[config.mk]
export PLATFORM = sky130hd
export DESIGN_NAME = egress_tag_and_rate_config
export DESIGN_NICKNAME = d
export VERILOG_FILES = /design/src/hw/egress_cfg_pkg.sv /design/src/hw/egress_tag_and_rate_config.sv
export SDC_FILE = /design/constraint.sdc
export NUM_CORES = 1
export LEC_CHECK = 0
export BUFFER_PORTS_ARGS = -buffer_cell sky130_fd_sc_hd__buf_2
export CAP_MARGIN = 20
export CELL_PAD_IN_SITES_DETAIL_PLACEMENT = 0
export CELL_PAD_IN_SITES_GLOBAL_PLACEMENT = 1
export CORE_ASPECT_RATIO = 1.25
export CORE_MARGIN = 5
export CORE_UTILIZATION = 40
export DETAILED_ROUTE_END_ITERATION = 16
export PLACE_DENSITY_LB_ADDON = 0.3
export RECOVER_POWER = 25
export SLEW_MARGIN = 10
export SYNTH_ARGS = -nofsm -noshare
export SYNTH_HDL_FRONTEND = slang
export SYNTH_SLANG_ARGS = --single-unit
export TNS_END_PERCENT = 10
[constraint.sdc]
create_clock -name pclk -period 3.2 [get_ports pclk]
set_input_delay 0.32 -clock pclk [delete_from_list [all_inputs] [get_ports pclk]]
set_output_delay 0.32 -clock pclk [all_outputs]
set_load 0.02 [all_outputs]
[src/hw/egress_cfg_pkg.sv]
/*
 * egress_cfg_pkg: constants and types for the egress tagging and
 * host-port egress rate configuration block.
 * assumes: 32-bit apb, register indices scaled by four to byte addresses.
 */
package egress_cfg_pkg;

    // ==========================================================
    // register map (indices; byte address is index times four)
    localparam logic [15:0] IDX_TAG_RULES = 16'h1C0C;
    localparam logic [15:0] IDX_RATE_LOW = 16'h1C0D;
    localparam logic [15:0] IDX_RATE_HIGH = 16'h1C0E;
    localparam int ADDR_W = 16;
    localparam logic [ADDR_W-1:0] ADDR_TAG_RULES = ADDR_W'({IDX_TAG_RULES, 2'b00});
    localparam logic [ADDR_W-1:0] ADDR_RATE_LOW = ADDR_W'({IDX_RATE_LOW, 2'b00});
    localparam logic [ADDR_W-1:0] ADDR_RATE_HIGH = ADDR_W'({IDX_RATE_HIGH, 2'b00});

    // ==========================================================
    // tagging rules layout
    localparam logic [31:0] TAG_RULES_MASK = 32'h003F3F3F;
    localparam logic [31:0] TAG_RULES_RESET = 32'h00000000;
    localparam int PORT_FIELD_STRIDE = 8;
    localparam int NUM_PORTS = 3;

    // ==========================================================
    // rate layout
    localparam int RATE_W = 13;
    localparam int RATE_HI_LSB = 13;
    localparam logic [31:0] RATE_MASK = 32'h03FFFFFF;
    localparam logic [31:0] RATE_RESET = 32'h00000000;
    localparam int NUM_QUEUES = 4;
    localparam int RATE_UNIT_NS = 20;
    localparam int CLK_PERIOD_NS = 10;
    localparam int RATE_UNIT_CYC = (RATE_UNIT_NS + CLK_PERIOD_NS - 1) / CLK_PERIOD_NS;

    // ==========================================================
    // egress port types
    typedef enum logic [1:0]
    {
        PT_PASS = 2'h0,
        PT_ACCESS = 2'h1,
        PT_HYBRID = 2'h2,
        PT_HOST = 2'h3
    } port_type_t;

    typedef struct packed
    {
        logic insert_tag;
        logic change_vid;
        logic change_prio;
        logic change_tag;
        port_type_t ptype;
    } port_ctl_t;

    // per-frame context from the forwarding datapath
    typedef struct packed
    {
        logic is_tagged;
        logic is_prio_tagged;
        logic is_special;
        logic from_host;
        logic untag_default;
        logic untag_incoming;
        logic [1:0] src_port;
    } frame_info_t;

    // edit decision handed back to the datapath
    typedef struct packed
    {
        logic strip;
        logic insert;
        logic add_special;
        logic vid_from_egress;
        logic vid_from_ingress;
        logic prio_from_egress;
        logic [1:0] special_src;
    } edit_t;

endpackage

[src/hw/egress_tag_and_rate_config.sv]
/*
 * egress_tag_and_rate_config: apb register bank holding egress tagging
 * rules for three ports and host-port egress byte rates, with a per-port
 * tag edit decision and per-queue byte spacing pacers.
 * assumes: one clock pclk at 100 MHz; frame_start/byte_sent come from
 * logic on the same clock.
 */
// Decided for this implementation: the APB register port.
`timescale 1ns/100ps

// Functional notes
// - pass-through type (00, bits 17:16 for port 2) keeps regular frames, strips host special tags.
// - access type strips the tag of every tagged frame, special tagged ones included.
// - hybrid type inserts or changes tags as the port's insert and change bits say; it strips special tags and tags untagged in the table.
// - host-processor type adds a special tag naming the ingress port.
// - every egress type field resets to zero, i.e. pass-through.
// - port 1 has insert tag at bit 13 and egress type at bits 9:8, coded like port 2.
// - port 1 has change vid at bit 12, change priority at bit 11, change tag at bit 10.
// - host port has insert 5, change vid 4, change priority 3, change tag 2, type 1:0.
// - each queue's bytes are spaced by (rate value + 1) times 20 ns.
// - host queue 1 rate sits at bits 25:13 and queue 0 at 12:0 of one register, reset zero.
// - host queues 3 and 2 sit likewise in a second register, bits 31:26 read-only zero.
// - hybrid insert adds the ingress default tag to untagged frames if default vid untag is clear.
// - hybrid change vid with change tag uses egress default vid; priority tagged use ingress vid.
// - hybrid change priority with change tag uses egress default priority unless untagged in table.
// - change tag gates change vid and change priority for regular tagged frames only.
module egress_tag_and_rate_config
    import egress_cfg_pkg::*;
(
    input wire logic pclk,
    input wire logic presetn,
    input wire logic psel,
    input wire logic penable,
    input wire logic pwrite,
    input wire logic [ADDR_W-1:0] paddr,
    input wire logic [31:0] pwdata,
    input wire logic [3:0] pstrb,
    output logic [31:0] prdata,
    output logic pready,
    output logic pslverr,
    input wire logic [NUM_PORTS-1:0] frame_start,
    input frame_info_t frame_info [NUM_PORTS],
    output edit_t frame_edit [NUM_PORTS],
    input wire logic [NUM_QUEUES-1:0] byte_sent,
    output logic [NUM_QUEUES-1:0] queue_ready
);

    // ==========================================================
    // apb slave
    logic [31:0] tag_rules_r;
    logic [31:0] rate_low_r;
    logic [31:0] rate_high_r;
    logic [31:0] prdata_r;
    logic pslverr_r;

    function automatic logic [31:0] merge(input logic [31:0] old, input logic [31:0] wd,
                                          input logic [3:0] strb, input logic [31:0] mask);
        logic [31:0] res;
        res = old;
        for (int b = 0; b < 4; b++)
        begin
            if (strb[b])
            begin
                res[b*8 +: 8] = wd[b*8 +: 8];
            end
        end
        return res & mask;
    endfunction

    wire access_w = psel & penable;
    wire hit_tag = (paddr == ADDR_TAG_RULES);
    wire hit_low = (paddr == ADDR_RATE_LOW);
    wire hit_high = (paddr == ADDR_RATE_HIGH);
    wire hit_any = hit_tag | hit_low | hit_high;
    wire wr_tag = access_w & pwrite & hit_tag;
    wire wr_low = access_w & pwrite & hit_low;
    wire wr_high = access_w & pwrite & hit_high;
    wire [31:0] rd_mux = hit_tag ? tag_rules_r :
                         hit_low ? rate_low_r :
                         hit_high ? rate_high_r : 32'h00000000;

    // zero wait state: read data is registered in the setup cycle
    assign pready = 1'b1;
    assign prdata = prdata_r;
    assign pslverr = pslverr_r;

    always_ff @(posedge pclk or negedge presetn)
    begin
        if (!presetn)
        begin
            tag_rules_r <= TAG_RULES_RESET;
            rate_low_r <= RATE_RESET;
            rate_high_r <= RATE_RESET;
        end
        else
        begin
            if (wr_tag)
                tag_rules_r <= merge(tag_rules_r, pwdata, pstrb, TAG_RULES_MASK);
            if (wr_low)
                rate_low_r <= merge(rate_low_r, pwdata, pstrb, RATE_MASK);
            if (wr_high)
                rate_high_r <= merge(rate_high_r, pwdata, pstrb, RATE_MASK);
        end
    end

    always_ff @(posedge pclk or negedge presetn)
    begin
        if (!presetn)
        begin
            prdata_r <= 32'h00000000;
            pslverr_r <= 1'b0;
        end
        else if (psel & ~penable)
        begin
            prdata_r <= pwrite ? 32'h00000000 : rd_mux;
            pslverr_r <= ~hit_any;
        end
    end

    // ==========================================================
    // per-port tag edit decision
    function automatic edit_t decide(input port_ctl_t c, input frame_info_t f);
        edit_t e;
        logic regular;
        e = '0;
        regular = f.is_tagged & ~f.is_prio_tagged;
        unique case (c.ptype)
            PT_PASS:
            begin
                e.strip = f.is_special & f.from_host;
            end
            PT_ACCESS:
            begin
                e.strip = f.is_tagged | f.is_special;
            end
            PT_HYBRID:
            begin
                e.strip = f.is_special;
                e.insert = ~f.is_tagged & c.insert_tag & ~f.untag_default;
                if (regular & f.untag_incoming)
                    e.strip = 1'b1;
                e.vid_from_egress = regular & c.change_tag & c.change_vid
                                    & ~f.untag_incoming;
                e.prio_from_egress = regular & c.change_tag & c.change_prio
                                     & ~f.untag_incoming;
                e.vid_from_ingress = f.is_prio_tagged;
            end
            PT_HOST:
            begin
                e.add_special = 1'b1;
                e.special_src = f.src_port;
            end
        endcase
        return e;
    endfunction

    genvar gp;
    generate
        for (gp = 0; gp < NUM_PORTS; gp++)
        begin : g_port
            wire port_ctl_t ctl_w = port_ctl_t'(tag_rules_r[gp*PORT_FIELD_STRIDE +: 6]);
            edit_t edit_r;
            always_ff @(posedge pclk or negedge presetn)
            begin
                if (!presetn)
                    edit_r <= '0;
                else if (frame_start[gp])
                    edit_r <= decide(ctl_w, frame_info[gp]);
            end
            assign frame_edit[gp] = edit_r;
        end
    endgenerate

    // ==========================================================
    // host port byte pacers
    localparam int CNT_W = RATE_W + 2;
    wire [RATE_W-1:0] rate_val [NUM_QUEUES];
    assign rate_val[0] = rate_low_r[RATE_W-1:0];
    assign rate_val[1] = rate_low_r[RATE_HI_LSB +: RATE_W];
    assign rate_val[2] = rate_high_r[RATE_W-1:0];
    assign rate_val[3] = rate_high_r[RATE_HI_LSB +: RATE_W];

    genvar gq;
    generate
        for (gq = 0; gq < NUM_QUEUES; gq++)
        begin : g_queue
            logic [CNT_W-1:0] wait_r;
            // reload spans the whole gap after the byte already sent; latched per byte
            wire [CNT_W-1:0] gap_w = CNT_W'((({2'b00, rate_val[gq]} + 1'b1) * RATE_UNIT_CYC) - 1);
            always_ff @(posedge pclk or negedge presetn)
            begin
                if (!presetn)
                    wait_r <= '0;
                else if (byte_sent[gq] && wait_r == '0)
                    wait_r <= gap_w;
                else if (wait_r != '0)
                    wait_r <= wait_r - 1'b1;
            end
            assign queue_ready[gq] = (wait_r == '0);
        end
    endgenerate

endmodule

=== Word-level counts from Yosys, hierarchy flattened ===
Cells that the tools add are included.

* Bits in latches: 0
* Input port bits: 88
* Bits in read-only memories: 0
* Memories: 0
* RAM bits: 0
* Logic and storage cells: 177
* Bits in registers: 187
* Output and inout bits: 62

* Bitwise gates (word level): 55
* Order comparisons: 0
* Div/mod/pow operators: 0
* Muxes and demuxes: 30
* Add/sub/neg operators: 12
* Shifts and indexed selects: 0
* Reductions and logical operators: 30
* Multipliers: 0
* Eq/ne operators: 12

{| class="wikitable"
|+ Operators with widths
! kind !! number
|-
| $mux 15 || 8
|-
| $sub 15x1->15 const B || 8
|-
| $mux 26 || 4
|-
| $logic_not 15->1 || 4
|-
| $reduce_bool 15->1 || 4
|-
| $add 13x1->14 const B || 4
|-
| $eq 16x15->1 const B || 3
|-
| $and 1x1->1 || 36
|-
| $reduce_and 2->1 || 11
|-
| $not 1->1 || 14
|-
| $eq 2x2->1 const B || 6
|-
| $mux 1 || 9
|-
| $mux 3 || 3
|-
| $pmux 1 s3 || 3
|-
| $reduce_bool 2->1 || 4
|-
| $eq 2x1->1 const B || 3
|-
| $logic_not 2->1 || 3
|-
| $mux 2 || 3
|-
| $or 1x1->1 || 5
|-
| $logic_and 1x1->1 || 4
|}

=== Logic depth before layout (Yosys ltp) ===
Gate-level depths: netlist (run 1).

* Depth after elaboration: 6
* Mapped depth: 9
* Mapped depth without buffers: 9

=== Worst setup path after synthesis (run 1) ===
Ideal clock, no wire load.

* Path kind: reg2reg
* Start point: register g_queue[2].wait_r[0]
* End point: register g_queue[2].wait_r[13]
* Required time: 3.133 ns
* Arrival: 2.518 ns
* Buffers on the path: 1
* Clock period less this slack: 2.585 ns
* Cell stages (with the launch flop): 7
* Slack: 0.615 ns
* Setup time: 0.067 ns
* Cell sequence: dfrtp_1 inv_1 ha_1 or4b_2 clkbuf_1 nor4b_1 a31o_2

* Longest elaborated chain between the ends: 3
* Elaborated cells between the ends (all ways): 7
* Classes of those cells: 1 x add/sub; 2 x mux; 4 x reduce/logical

{| class="wikitable"
|+ RTL lines
! element !! RTL line !! text
|-
| from (decl) || egress_tag_and_rate_config.sv:187 || <nowiki>logic [CNT_W-1:0] wait_r;</nowiki>
|-
| from (signal assigned) || egress_tag_and_rate_config.sv:195 || <nowiki>wait_r <= gap_w;</nowiki>
|-
| from (signal assigned) || egress_tag_and_rate_config.sv:197 || <nowiki>wait_r <= wait_r - 1'b1;</nowiki>
|-
| $logic_not 15->1 * || n/a ||
|-
| named net queue_ready[2] || egress_tag_and_rate_config.sv:45 || <nowiki>output logic [NUM_QUEUES-1:0] queue_ready</nowiki>
|-
| $logic_and 1x1->1 * || egress_tag_and_rate_config.sv:194 || <nowiki>else if (byte_sent[gq] && wait_r == '0)</nowiki>
|-
| $mux 15 / $reduce_bool 2->1 (equally long branches) || n/a ||
|}

Mark *: on every way through the listed nets, which the timed path passes. The rest lies on a longest branch. The select of a mux whose other input is x is not followed.
A chain may end at the register's enable or synchronous reset.

=== Final worst setup path (run 1) ===
* Start point: register g_queue[3].wait_r[0]
* End point: output queue_ready[3]

* Longest elaborated chain between the ends: 1

{| class="wikitable"
|+ RTL lines
! element !! RTL line !! text
|-
| from (decl) || egress_tag_and_rate_config.sv:187 ||
|-
| from (signal assigned) || egress_tag_and_rate_config.sv:195 ||
|-
| from (signal assigned) || egress_tag_and_rate_config.sv:197 ||
|-
| $logic_not 15->1 || egress_tag_and_rate_config.sv:199 || <nowiki>assign queue_ready[gq] = (wait_r == '0);</nowiki>
|-
| to (decl) || egress_tag_and_rate_config.sv:45 ||
|}

No other way between the ends.

==> impl_metrics.tcl, run 1 <==
set metrics [dict create \
    status "complete, but fails checks" \
    failed_checks "capacitance limit, slew limit" \
    cp.required_ps 2880 \
    pwr-share-clk 0.429 \
    layout_common_cells "dfrtp_1, buf_2, nand2_1, o21ai_0" \
    clk_pin_slew_ps 80 \
    dp_hpwl_mm 22.1 \
    max_stage_delay_ps 530 \
    cp-start-kind "flip-flop" \
    relSlewSlack -0.416 \
    yosysUniqueCellTypes 74 \
    ys_ff_latch 181 \
    power.density_nw_per_um2 383 \
    min_period_ps 3010 \
    die_y_um 195 \
    final_common_cell "dfrtp_1" \
    syn_inst 1181 \
    finalMaxSlewViolations 82 \
    synth_area_leaders "dfrtp_1, mux2_2, xnor2_1" \
    intPower_mw 3.56 \
    cp-startpoint "g_queue[3].wait_r[0]" \
    cts.htree.levels 4 \
    io_pins 150 \
    pwr-share-comb 0.069 \
    power.net_switching_mw 1.25 \
    syn_area_per_cell_um2 9.32 \
    antenna_cells 0 \
    path_class "flip-flop to output pin" \
    rr_worst_depth 8 \
    first_pass_iters 4 \
    drc 0 \
    worst_ir_drop_vdd_uv 318 \
    report.final.hold_viol_count 0 \
    cts_tree "yes" \
    row_count 68 \
    grt.overflow.total 0 \
    arrival_ps 2690 \
    leakage_nw 5.54 \
    routedWlPerCell_um 17.7 \
    tightestPinTransition_ps 2120 \
    path_cells "inv_1, ha_1, or4b_4, nor4_4, nand2_1, inv_2, buf_2" \
    setup_tns_ps 0 \
    synthArstFlopShare 1.00 \
    yosysTopAreaCellShare 0.412 \
    rsz0062_at_grt "false" \
    drt_iter0_markers 469 \
    r2r_start "g_queue[2].wait_r[0]" \
    post-cts-setup-buffer-count 0 \
    path_max_fanout 9 \
    fp.dieW_um 158 \
    fin_worst_skew_ps 10.4 \
    synth_edf_count 0 \
    r2r-end "g_queue[2].wait_r[7]" \
    max_freq_mhz 333 \
    fin_area_um2 12600 \
    min-delay-path-class "primary input to flip-flop" \
    clk_latency_ps 440 \
    port_buffers 136 \
    nNetsFinal 1395 \
    instances_no_fill 1653 \
    dr_total_vias 9058 \
    synth_area_um2 11000 \
    post-route-util 0.458 \
    clockRootBuffer "clkbuf_16" \
    cts_buffers 17 \
    place_area_um2 12000 \
    routed_wirelength_mm 29.3 \
    endpoint "queue_ready[3]" \
    cts_sinks 181 \
    finalPower_mw 4.81 \
    antenna_found_initial 1 \
    yosys_warnings 0 \
    setup_viol 0 \
    core-area_um2 27400 \
    grt_max_degree 83 \
    max_cap_viol_count 1 \
    grt_pass1_wl_mm 47.9 \
    cp-end-kind "output pin" \
    area_growth_pct 14.1 \
    synth_flop_cell "dfrtp_1" \
    synth_top_cell_by_area "dfrtp_1" \
    switching_share 0.259 \
    initial_core_util 0.402 \
    ff2ff_setup_slack_ps 430 \
    postRouteAntennaNets 0 \
    placedCellCount 1620 \
    vias_per_cell 5.48 \
    drive_gt1_frac 0.213 \
    fin_crit_sh 0.939 \
    grt_usage 0.191 \
    clk_path_buf_depth 2 \
    fillCellCount 2741 \
    grt_pass1_vias 9092 \
    fp.dieArea_um2 30900 \
    place_congestion 0.848 \
    p_seq_frac 0.502 \
    slowest_stage "or4b_4" \
    ys_seq_area_frac 0.412 \
]
## worst max-delay path: cells and delay by family, from the launching register on
kind	cells	cell delay, ps
buf+inv	3	540
flops	1	390
simple gates	3	1110
fa+ha+maj	1	210
## flip-flops by register name, summed over array words and instances (netlist names)
name            flops
g_queue.wait_r     60
pslverr             1
frame_edit         24
prdata             26
rate_high_r        26
tag_rules_r        18
rate_low_r         26
## final cells by class
type / count / area (um2) / area share
clock buffers: 20 / 467 / 0.0372
clock inverters: 12 / 109 / 0.00867
inverters: 42 / 163 / 0.0130
multi-input cells: 891 / 6010 / 0.479
flip-flops and latches: 181 / 4530 / 0.361
well taps: 350 / 438 / 0.0349
repair buffers: 157 / 842 / 0.0670
## kinds of logic after synthesis
kind of cell | after synthesis | synth area share
buf+inv | 114 | 0.0442
flops | 181 | 0.412
compound gates | 237 | 0.136
simple gates | 435 | 0.212
xor+xnor | 91 | 0.0724
fa+ha+maj | 17 | 0.0193
mux | 104 | 0.103
other cells | 2 | 0.000682
## cell usage after synthesis (5+ instances only)
| cell | instances |
|---|---|
| inv_1 | 41 |
| or3_1 | 14 |
| clkbuf_1 | 44 |
| o22ai_1 | 11 |
| nor4_1 | 21 |
| a21oi_1 | 53 |
| buf_2 | 14 |
| nor4b_1 | 7 |
| xor2_1 | 27 |
| nor2b_1 | 10 |
| nor2_1 | 74 |
| a21o_1 | 7 |
| mux2i_1 | 30 |
| or2_2 | 5 |
| a211oi_1 | 10 |
| and3_1 | 20 |
| a31oi_1 | 8 |
| nand3_1 | 45 |
| a22oi_1 | 6 |
| nand2b_1 | 5 |
| xnor2_1 | 64 |
| nor3_1 | 36 |
| ha_1 | 17 |
| nand4_1 | 28 |
| mux2_2 | 74 |
| dfrtp_1 | 181 |
| a22o_1 | 18 |
| buf_4 | 9 |
| nor3b_1 | 10 |
| or4_1 | 12 |
| o21ai_0 | 82 |
| nand2_1 | 106 |
| nand3b_1 | 7 |
| a31o_2 | 5 |
| and2_1 | 10 |
## stage by stage
stage	hold WS, ps	setup slack, ps
floorplan	24.4	615
global placement	425	439
detailed placement	422	457
CTS	90.4	54.2
global route	102	2.47
finish	108	194
## timing repair
action / CTS / global route
endpoints found under the hold margin: 79 / 0
hold buffers: 1 / 0
resized for setup: 0 / 1
setup endpoints to repair: 0 / 1
## worst min-delay path by stage
stage / cells after the start / endpoint / slack, ps / startpoint
6_report: 3 / frame_edit[0] / 110 / frame_info[0]
5_1_grt: 3 / frame_edit[8] / 100 / frame_info[8]
4_1_cts: 3 / frame_edit[0] / 90 / frame_info[0]
3_5_place_dp: 1 / frame_edit[3] / 420 / presetn
3_3_place_gp: 1 / frame_edit[3] / 420 / presetn
2_1_floorplan: 0 / frame_edit[0] / 20 / presetn
## routing by layer
metal,vias to the layer above,global-route usage,wire [um],part of all wire
met4,2,0.0521,559,0.019
met5,-,0,13,0.00044
met3,26,0.0350,1090,0.037
met1,4393,0.253,13200,0.45
met2,145,0.320,14400,0.49
li1,4492,-,-,-
## power groups by stage
stage	Combinational, mW	Sequential (mW)	Clock, mW
final	0.332	2.41	2.07
after global placement	0.334	2.46	0
after CTS	0.341	2.41	2.14
after floorplan	0.167	2.46	0
after detailed placement	0.339	2.46	0
after global routing	0.373	2.42	2.22
Power figures use the tool's default switching activity.
==> inputs of run 2 (changes only) <==
ABC_AREA = 1   (was unset)
==> run 2 against run 1 <==
Net effect:
- the flow still finishes with violations (capacitance limit, slew limit)
- fmax is 13% higher
- count of clock-buffer cells in the layout is 3 lower
- via count is 14% higher
- sequential power is 8.3% higher
- largest power group unchanged
==> impl_metrics.tcl, run 2 <==
set metrics [dict create \
    max_cap_viol_count 1 \
    cts_hold_buf 1 \
    power.density_nw_per_um2 411 \
    synth_most_common_cell "nand2_1" \
    path_class "flip-flop to output pin" \
    clk_pin_slew_ps 70 \
    leakage_nw 6.45 \
    min_from "frame_info[11]" \
    routed_wirelength_mm 31.1 \
    worst-path-buf-inv 3 \
    clk_path_buf_depth 2 \
    rr_worst_depth 9 \
    fin_area_um2 13000 \
    clk_latency_ps 440 \
    setup_viol 0 \
    synth_flop_cell "dfrtp_1" \
    min_period_ps 2650 \
    finalHoldWorstSlack_ps 64.9 \
    cts_sinks 181 \
    synth_edf_count 0 \
    core-area_um2 28400 \
    power.net_switching_mw 1.60 \
    cts_resized 0 \
    dp_hpwl_mm 24.4 \
    area_growth_pct 13.4 \
    layout_common_cells "nand2_1, inv_1, dfrtp_1, nor2_1, buf_2" \
    switching_share 0.299 \
    multi_input_area_um2 5940 \
    slowest_stage "dfrtp_1" \
    max_stage_delay_ps 390 \
    r2r_start "g_queue[2].wait_r[0]" \
    cp.required_ps 2880 \
    drt_iter0_markers 597 \
    grt_max_degree 86 \
    syn_area_per_cell_um2 7.39 \
    p_seq_frac 0.486 \
    ys_seq_area_frac 0.394 \
    finalPower_mw 5.36 \
    relSlewSlack -0.434 \
    postRouteAntennaNets 0 \
    place_area_um2 12500 \
    fin_crit_sh 0.829 \
    grt_pass1_vias 10036 \
    antenna_found_initial 0 \
    pwr-share-comb 0.128 \
    max_freq_mhz 377 \
    cts_tree "yes" \
    first_pass_iters 5 \
    ys_ff_latch 181 \
    failed_checks "capacitance limit, slew limit" \
    port_buffers 136 \
    yosysUniqueCellTypes 57 \
    initial_core_util 0.405 \
    grt.overflow.total 0 \
    yosys-top-cells-count "nand2_1, inv_1, dfrtp_1" \
    top_register "g_queue.wait_r" \
    crit_family "simple AND/OR/NAND/NOR gates" \
    vias_per_cell 5.01 \
    cp-start-kind "flip-flop" \
    dr_total_vias 10314 \
    regArea_um2 4530 \
    synth_area_leaders "dfrtp_1, nand2_1, inv_1" \
    r2r-end "g_queue[2].wait_r[12]" \
    cts_buffers 17 \
    io_pins 150 \
    finalMaxSlewViolations 86 \
    final_common_cell "nand2_1" \
    rsz0062_at_grt "false" \
    worst_ir_drop_vdd_uv 310 \
    largest_register_ffs 60 \
    ff2ff_setup_slack_ps 940 \
    fp.dieArea_um2 32300 \
    clockRootBuffer "clkbuf_16" \
    holdPathEnd "frame_edit[14]" \
    routedWlPerCell_um 15.1 \
    grt_pass1_wl_mm 50.9 \
    synthArstFlopShare 1.00 \
    yosysTopAreaCellShare 0.394 \
    status "complete, but fails checks" \
    synth_top_cell_by_area "dfrtp_1" \
    path_max_fanout 5 \
    tightestPinTransition_ps 2150 \
    drc 0 \
    row_count 69 \
    intPower_mw 3.76 \
    cp-end-kind "output pin" \
    die_y_um 200 \
    post-cts-setup-buffer-count 0 \
    worstHoldPathCells 2 \
    drive_gt1_frac 0.173 \
    pwr-share-clk 0.386 \
    cts.htree.levels 4 \
    setup_tns_ps 0 \
    antenna_cells 0 \
    arrival_ps 2330 \
    fin_worst_skew_ps 13.3 \
    yosys_warnings 0 \
    syn_inst 1556 \
    nNetsFinal 1795 \
    path_cells "inv_1, ha_1, nand2_1, nor2_2, nand2_1, nor2_2, nand4_1, inv_1, buf_2" \
    synth_area_um2 11500 \
    report.final.hold_viol_count 0 \
    min-delay-path-class "primary input to flip-flop" \
    grt_usage 0.196 \
    fp.dieW_um 162 \
    fillCellCount 2954 \
    place_congestion 0.842 \
]
## run 2: how the worst max path moves through the flow
stage / endpoint / cells after the start / startpoint
2_1_floorplan: g_queue[1].wait_r[13] / 12 / g_queue[1].wait_r[0]
3_3_place_gp: rate_high_r[7] / 9 / paddr[9]
3_5_place_dp: rate_high_r[10] / 9 / paddr[9]
4_1_cts: queue_ready[0] / 9 / g_queue[0].wait_r[0]
5_1_grt: rate_low_r[16] / 3 / presetn
6_report: queue_ready[0] / 9 / g_queue[0].wait_r[0]
## run 2: through the flow
| step | util | std cells | worst slack (ps) |
|---|---|---|---|
| global route | 0.459 | 2058 | 259 |
| floorplan | - | 1561 | 1360 |
| finish | 0.459 | 2058 | 546 |
| detailed placement | 0.440 | 2025 | 907 |
| CTS | 0.460 | 2058 | 486 |
| global placement | 0.440 | 2025 | 901 |
## run 2: logic make-up (layout without fill, tap and decap cells)
group / after synthesis / after routing / share of synthesized area
XOR/XNOR: 54 / 54 / 0.0441
flip-flops: 181 / 181 / 0.394
adder cells (fa/ha/maj): 17 / 17 / 0.0185
other: 2 / 7 / 0.000653
buffers and inverters: 256 / 398 / 0.0912
AND/OR/NAND/NOR: 786 / 786 / 0.313
AO/OA/AOI/OAI: 257 / 257 / 0.136
multiplexers: 3 / 3 / 0.00294
## run 2: routing by layer
metal	part of all wire	up-vias	global-route usage
li1	-	5277	-
met5	0	-	0
met3	0.041	42	0.0330
met1	0.44	4792	0.246
met2	0.50	203	0.346
met4	0.023	0	0.0633
## run 2: power by group through the flow
stage | logic (mW) | registers [mW] | clock network [mW]
detailed placement | 0.692 | 2.65 | 0
global placement | 0.683 | 2.64 | 0
CTS | 0.699 | 2.60 | 2.12
global route | 0.795 | 2.63 | 2.20
finish | 0.688 | 2.61 | 2.07
floorplan | 0.482 | 2.62 | 0
## run 2: area by class of cell
class | instances | area share
inverters | 223 | 0.0642
repair buffers | 143 | 0.0561
flip-flops and latches | 181 | 0.347
multi-input cells | 1124 | 0.455
well taps | 355 | 0.0340
clock buffers | 17 | 0.0326
clock inverters | 15 | 0.0104
==> inputs of run 3 (changes only) <==
clock period = 2.7 ns   (was 3.2 ns; I/O delays follow)
==> run 3 against run 2 <==
Net effect:
- the run now ends clean
- power up 21%
- via count down 0.64%
- sequential share of layout area shrank 0.31 points
- critical path depth did not move
- wire length rose by 0.47%
- hold slack worse by 43 ps
- combinational power up 19%
- register-to-register slack worse by 420 ps
==> impl_metrics.tcl, run 3 (same netlist as run 2, synthesis figures left out) <==
set metrics [dict create \
    status "finished, final reports clean" \
    drive_gt1_frac 0.177 \
    fp.dieArea_um2 32300 \
    top_register "g_queue.wait_r" \
    worst_ir_drop_vdd_uv 354 \
    tightestPinTransition_ps 1410 \
    finalMaxSlewViolations 0 \
    routed_wirelength_mm 31.3 \
    io_pins 150 \
    fin_crit_sh 0.894 \
    initial_core_util 0.405 \
    fin_worst_skew_ps 14.5 \
    cts_tree "yes" \
    path_class "flip-flop to output pin" \
    clockRootBuffer "clkbuf_16" \
    multi_input_area_um2 5940 \
    fillCellCount 2890 \
    holdPathEnd "frame_edit[14]" \
    fp.dieW_um 162 \
    first_pass_iters 5 \
    layout_common_cells "nand2_1, inv_1, dfrtp_1, nor2_1, buf_2" \
    dp_hpwl_mm 24.6 \
    report.final.hold_viol_count 0 \
    setup_tns_ps 0 \
    max_freq_mhz 414 \
    final_common_cell "nand2_1" \
    cts_sinks 181 \
    nNetsFinal 1802 \
    rr_worst_depth 12 \
    grt.overflow.total 0 \
    cp-end-kind "output pin" \
    die_y_um 200 \
    routedWlPerCell_um 15.1 \
    setup_viol 0 \
    grt_pass1_wl_mm 52.3 \
    grt_pass1_vias 10328 \
    relSlewSlack 0.0588 \
    port_buffers 136 \
    path_max_fanout 4 \
    power.density_nw_per_um2 495 \
    cp-start-kind "flip-flop" \
    cts.htree.levels 4 \
    area_growth_pct 14.4 \
    worstHoldPathCells 2 \
    rsz0062_at_grt "false" \
    min_from "frame_info[11]" \
    clk_latency_ps 450 \
    min_period_ps 2410 \
    cts_buffers 17 \
    clk_path_buf_depth 2 \
    grt_max_degree 61 \
    place_congestion 0.847 \
    regArea_um2 4530 \
    drt_iter0_markers 513 \
    grt_usage 0.200 \
    leakage_nw 6.51 \
    min-delay-path-class "primary input to flip-flop" \
    dr_total_vias 10248 \
    core-area_um2 28400 \
    drc 0 \
    max_cap_viol_count 0 \
    ff2ff_setup_slack_ps 520 \
    vias_per_cell 4.96 \
    cp-startpoint "g_queue[0].wait_r[0]" \
    row_count 69 \
    largest_register_ffs 60 \
    clk_pin_slew_ps 70 \
    r2r-end "g_queue[0].wait_r[13]" \
    cp.required_ps 2430 \
    arrival_ps 2140 \
    post-route-util 0.463 \
    antenna_found_initial 1 \
    r2r_start "rate_low_r[0]" \
    postRouteAntennaNets 0 \
]
## run 3: power breakdown
group          switching (mW)  internal, mW  total, mW
Sequential              0.179          2.91       3.09
Clock                    1.23          1.37       2.60
Combinational           0.493         0.323      0.817
## run 3: worst max-delay path by stage
stage | to
after detailed placement | rate_high_r[17]
after global placement | queue_ready[0]
after CTS | queue_ready[0]
after floorplan | g_queue[1].wait_r[13]
after global routing | queue_ready[0]
final | queue_ready[0]
## run 3: worst max-delay path: stages (launching register included)
cell and delay (ps):
dfrtp_1 390, inv_1 110, ha_1 200, nand2_1 130
nor2_2 140, nand2_1 130, nor2_2 140, nand4_1 170
inv_2 130, buf_2 170
## run 3: layout make-up
| class | count | share of cell area |
|---|---|---|
| multi-input combinational | 1124 | 0.451 |
| sequential | 181 | 0.344 |
| inverter | 223 | 0.0636 |
| timing repair buffer | 150 | 0.0610 |
| clock buffer | 19 | 0.0344 |
| tap | 355 | 0.0337 |
| clock inverter | 13 | 0.0114 |
| antenna | 1 | 0.000190 |
## run 3: timing repair
| action | 4_1_cts | 5_1_grt |
|---|---|---|
| hold buffers | 2 | 0 |
| endpoints found under the setup margin | 0 | 1 |
| endpoints found under the hold margin | 50 | 0 |
| gates resized for setup | 0 | 1 |
| setup buffers | 0 | 3 |
## run 3: metal layers
metal,vias up,part of all wire,GRT usage,routed length [um]
met2,205,0.49,0.354,15500
met3,45,0.044,0.0326,1370
li1,5304,-,-,-
met4,0,0.026,0.0674,804
met1,4694,0.44,0.251,13600
met5,-,0,0,0
## run 3: through the flow
stage / area [um2] / std cells / worst slack (ps) / power (mW) / hold slack, ps
after global routing: 13200 / 2066 / 71.4 / 6.84 / 29.5
final: 13200 / 2066 / 285 / 6.51 / 21.6
after CTS: 13200 / 2062 / 56.8 / 6.59 / 5.10
after detailed placement: 12500 / 2028 / 537 / 3.96 / 274
after floorplan: 11500 / 1561 / 858 / 3.68 / -25.6
after global placement: 12500 / 2028 / 560 / 3.95 / 276
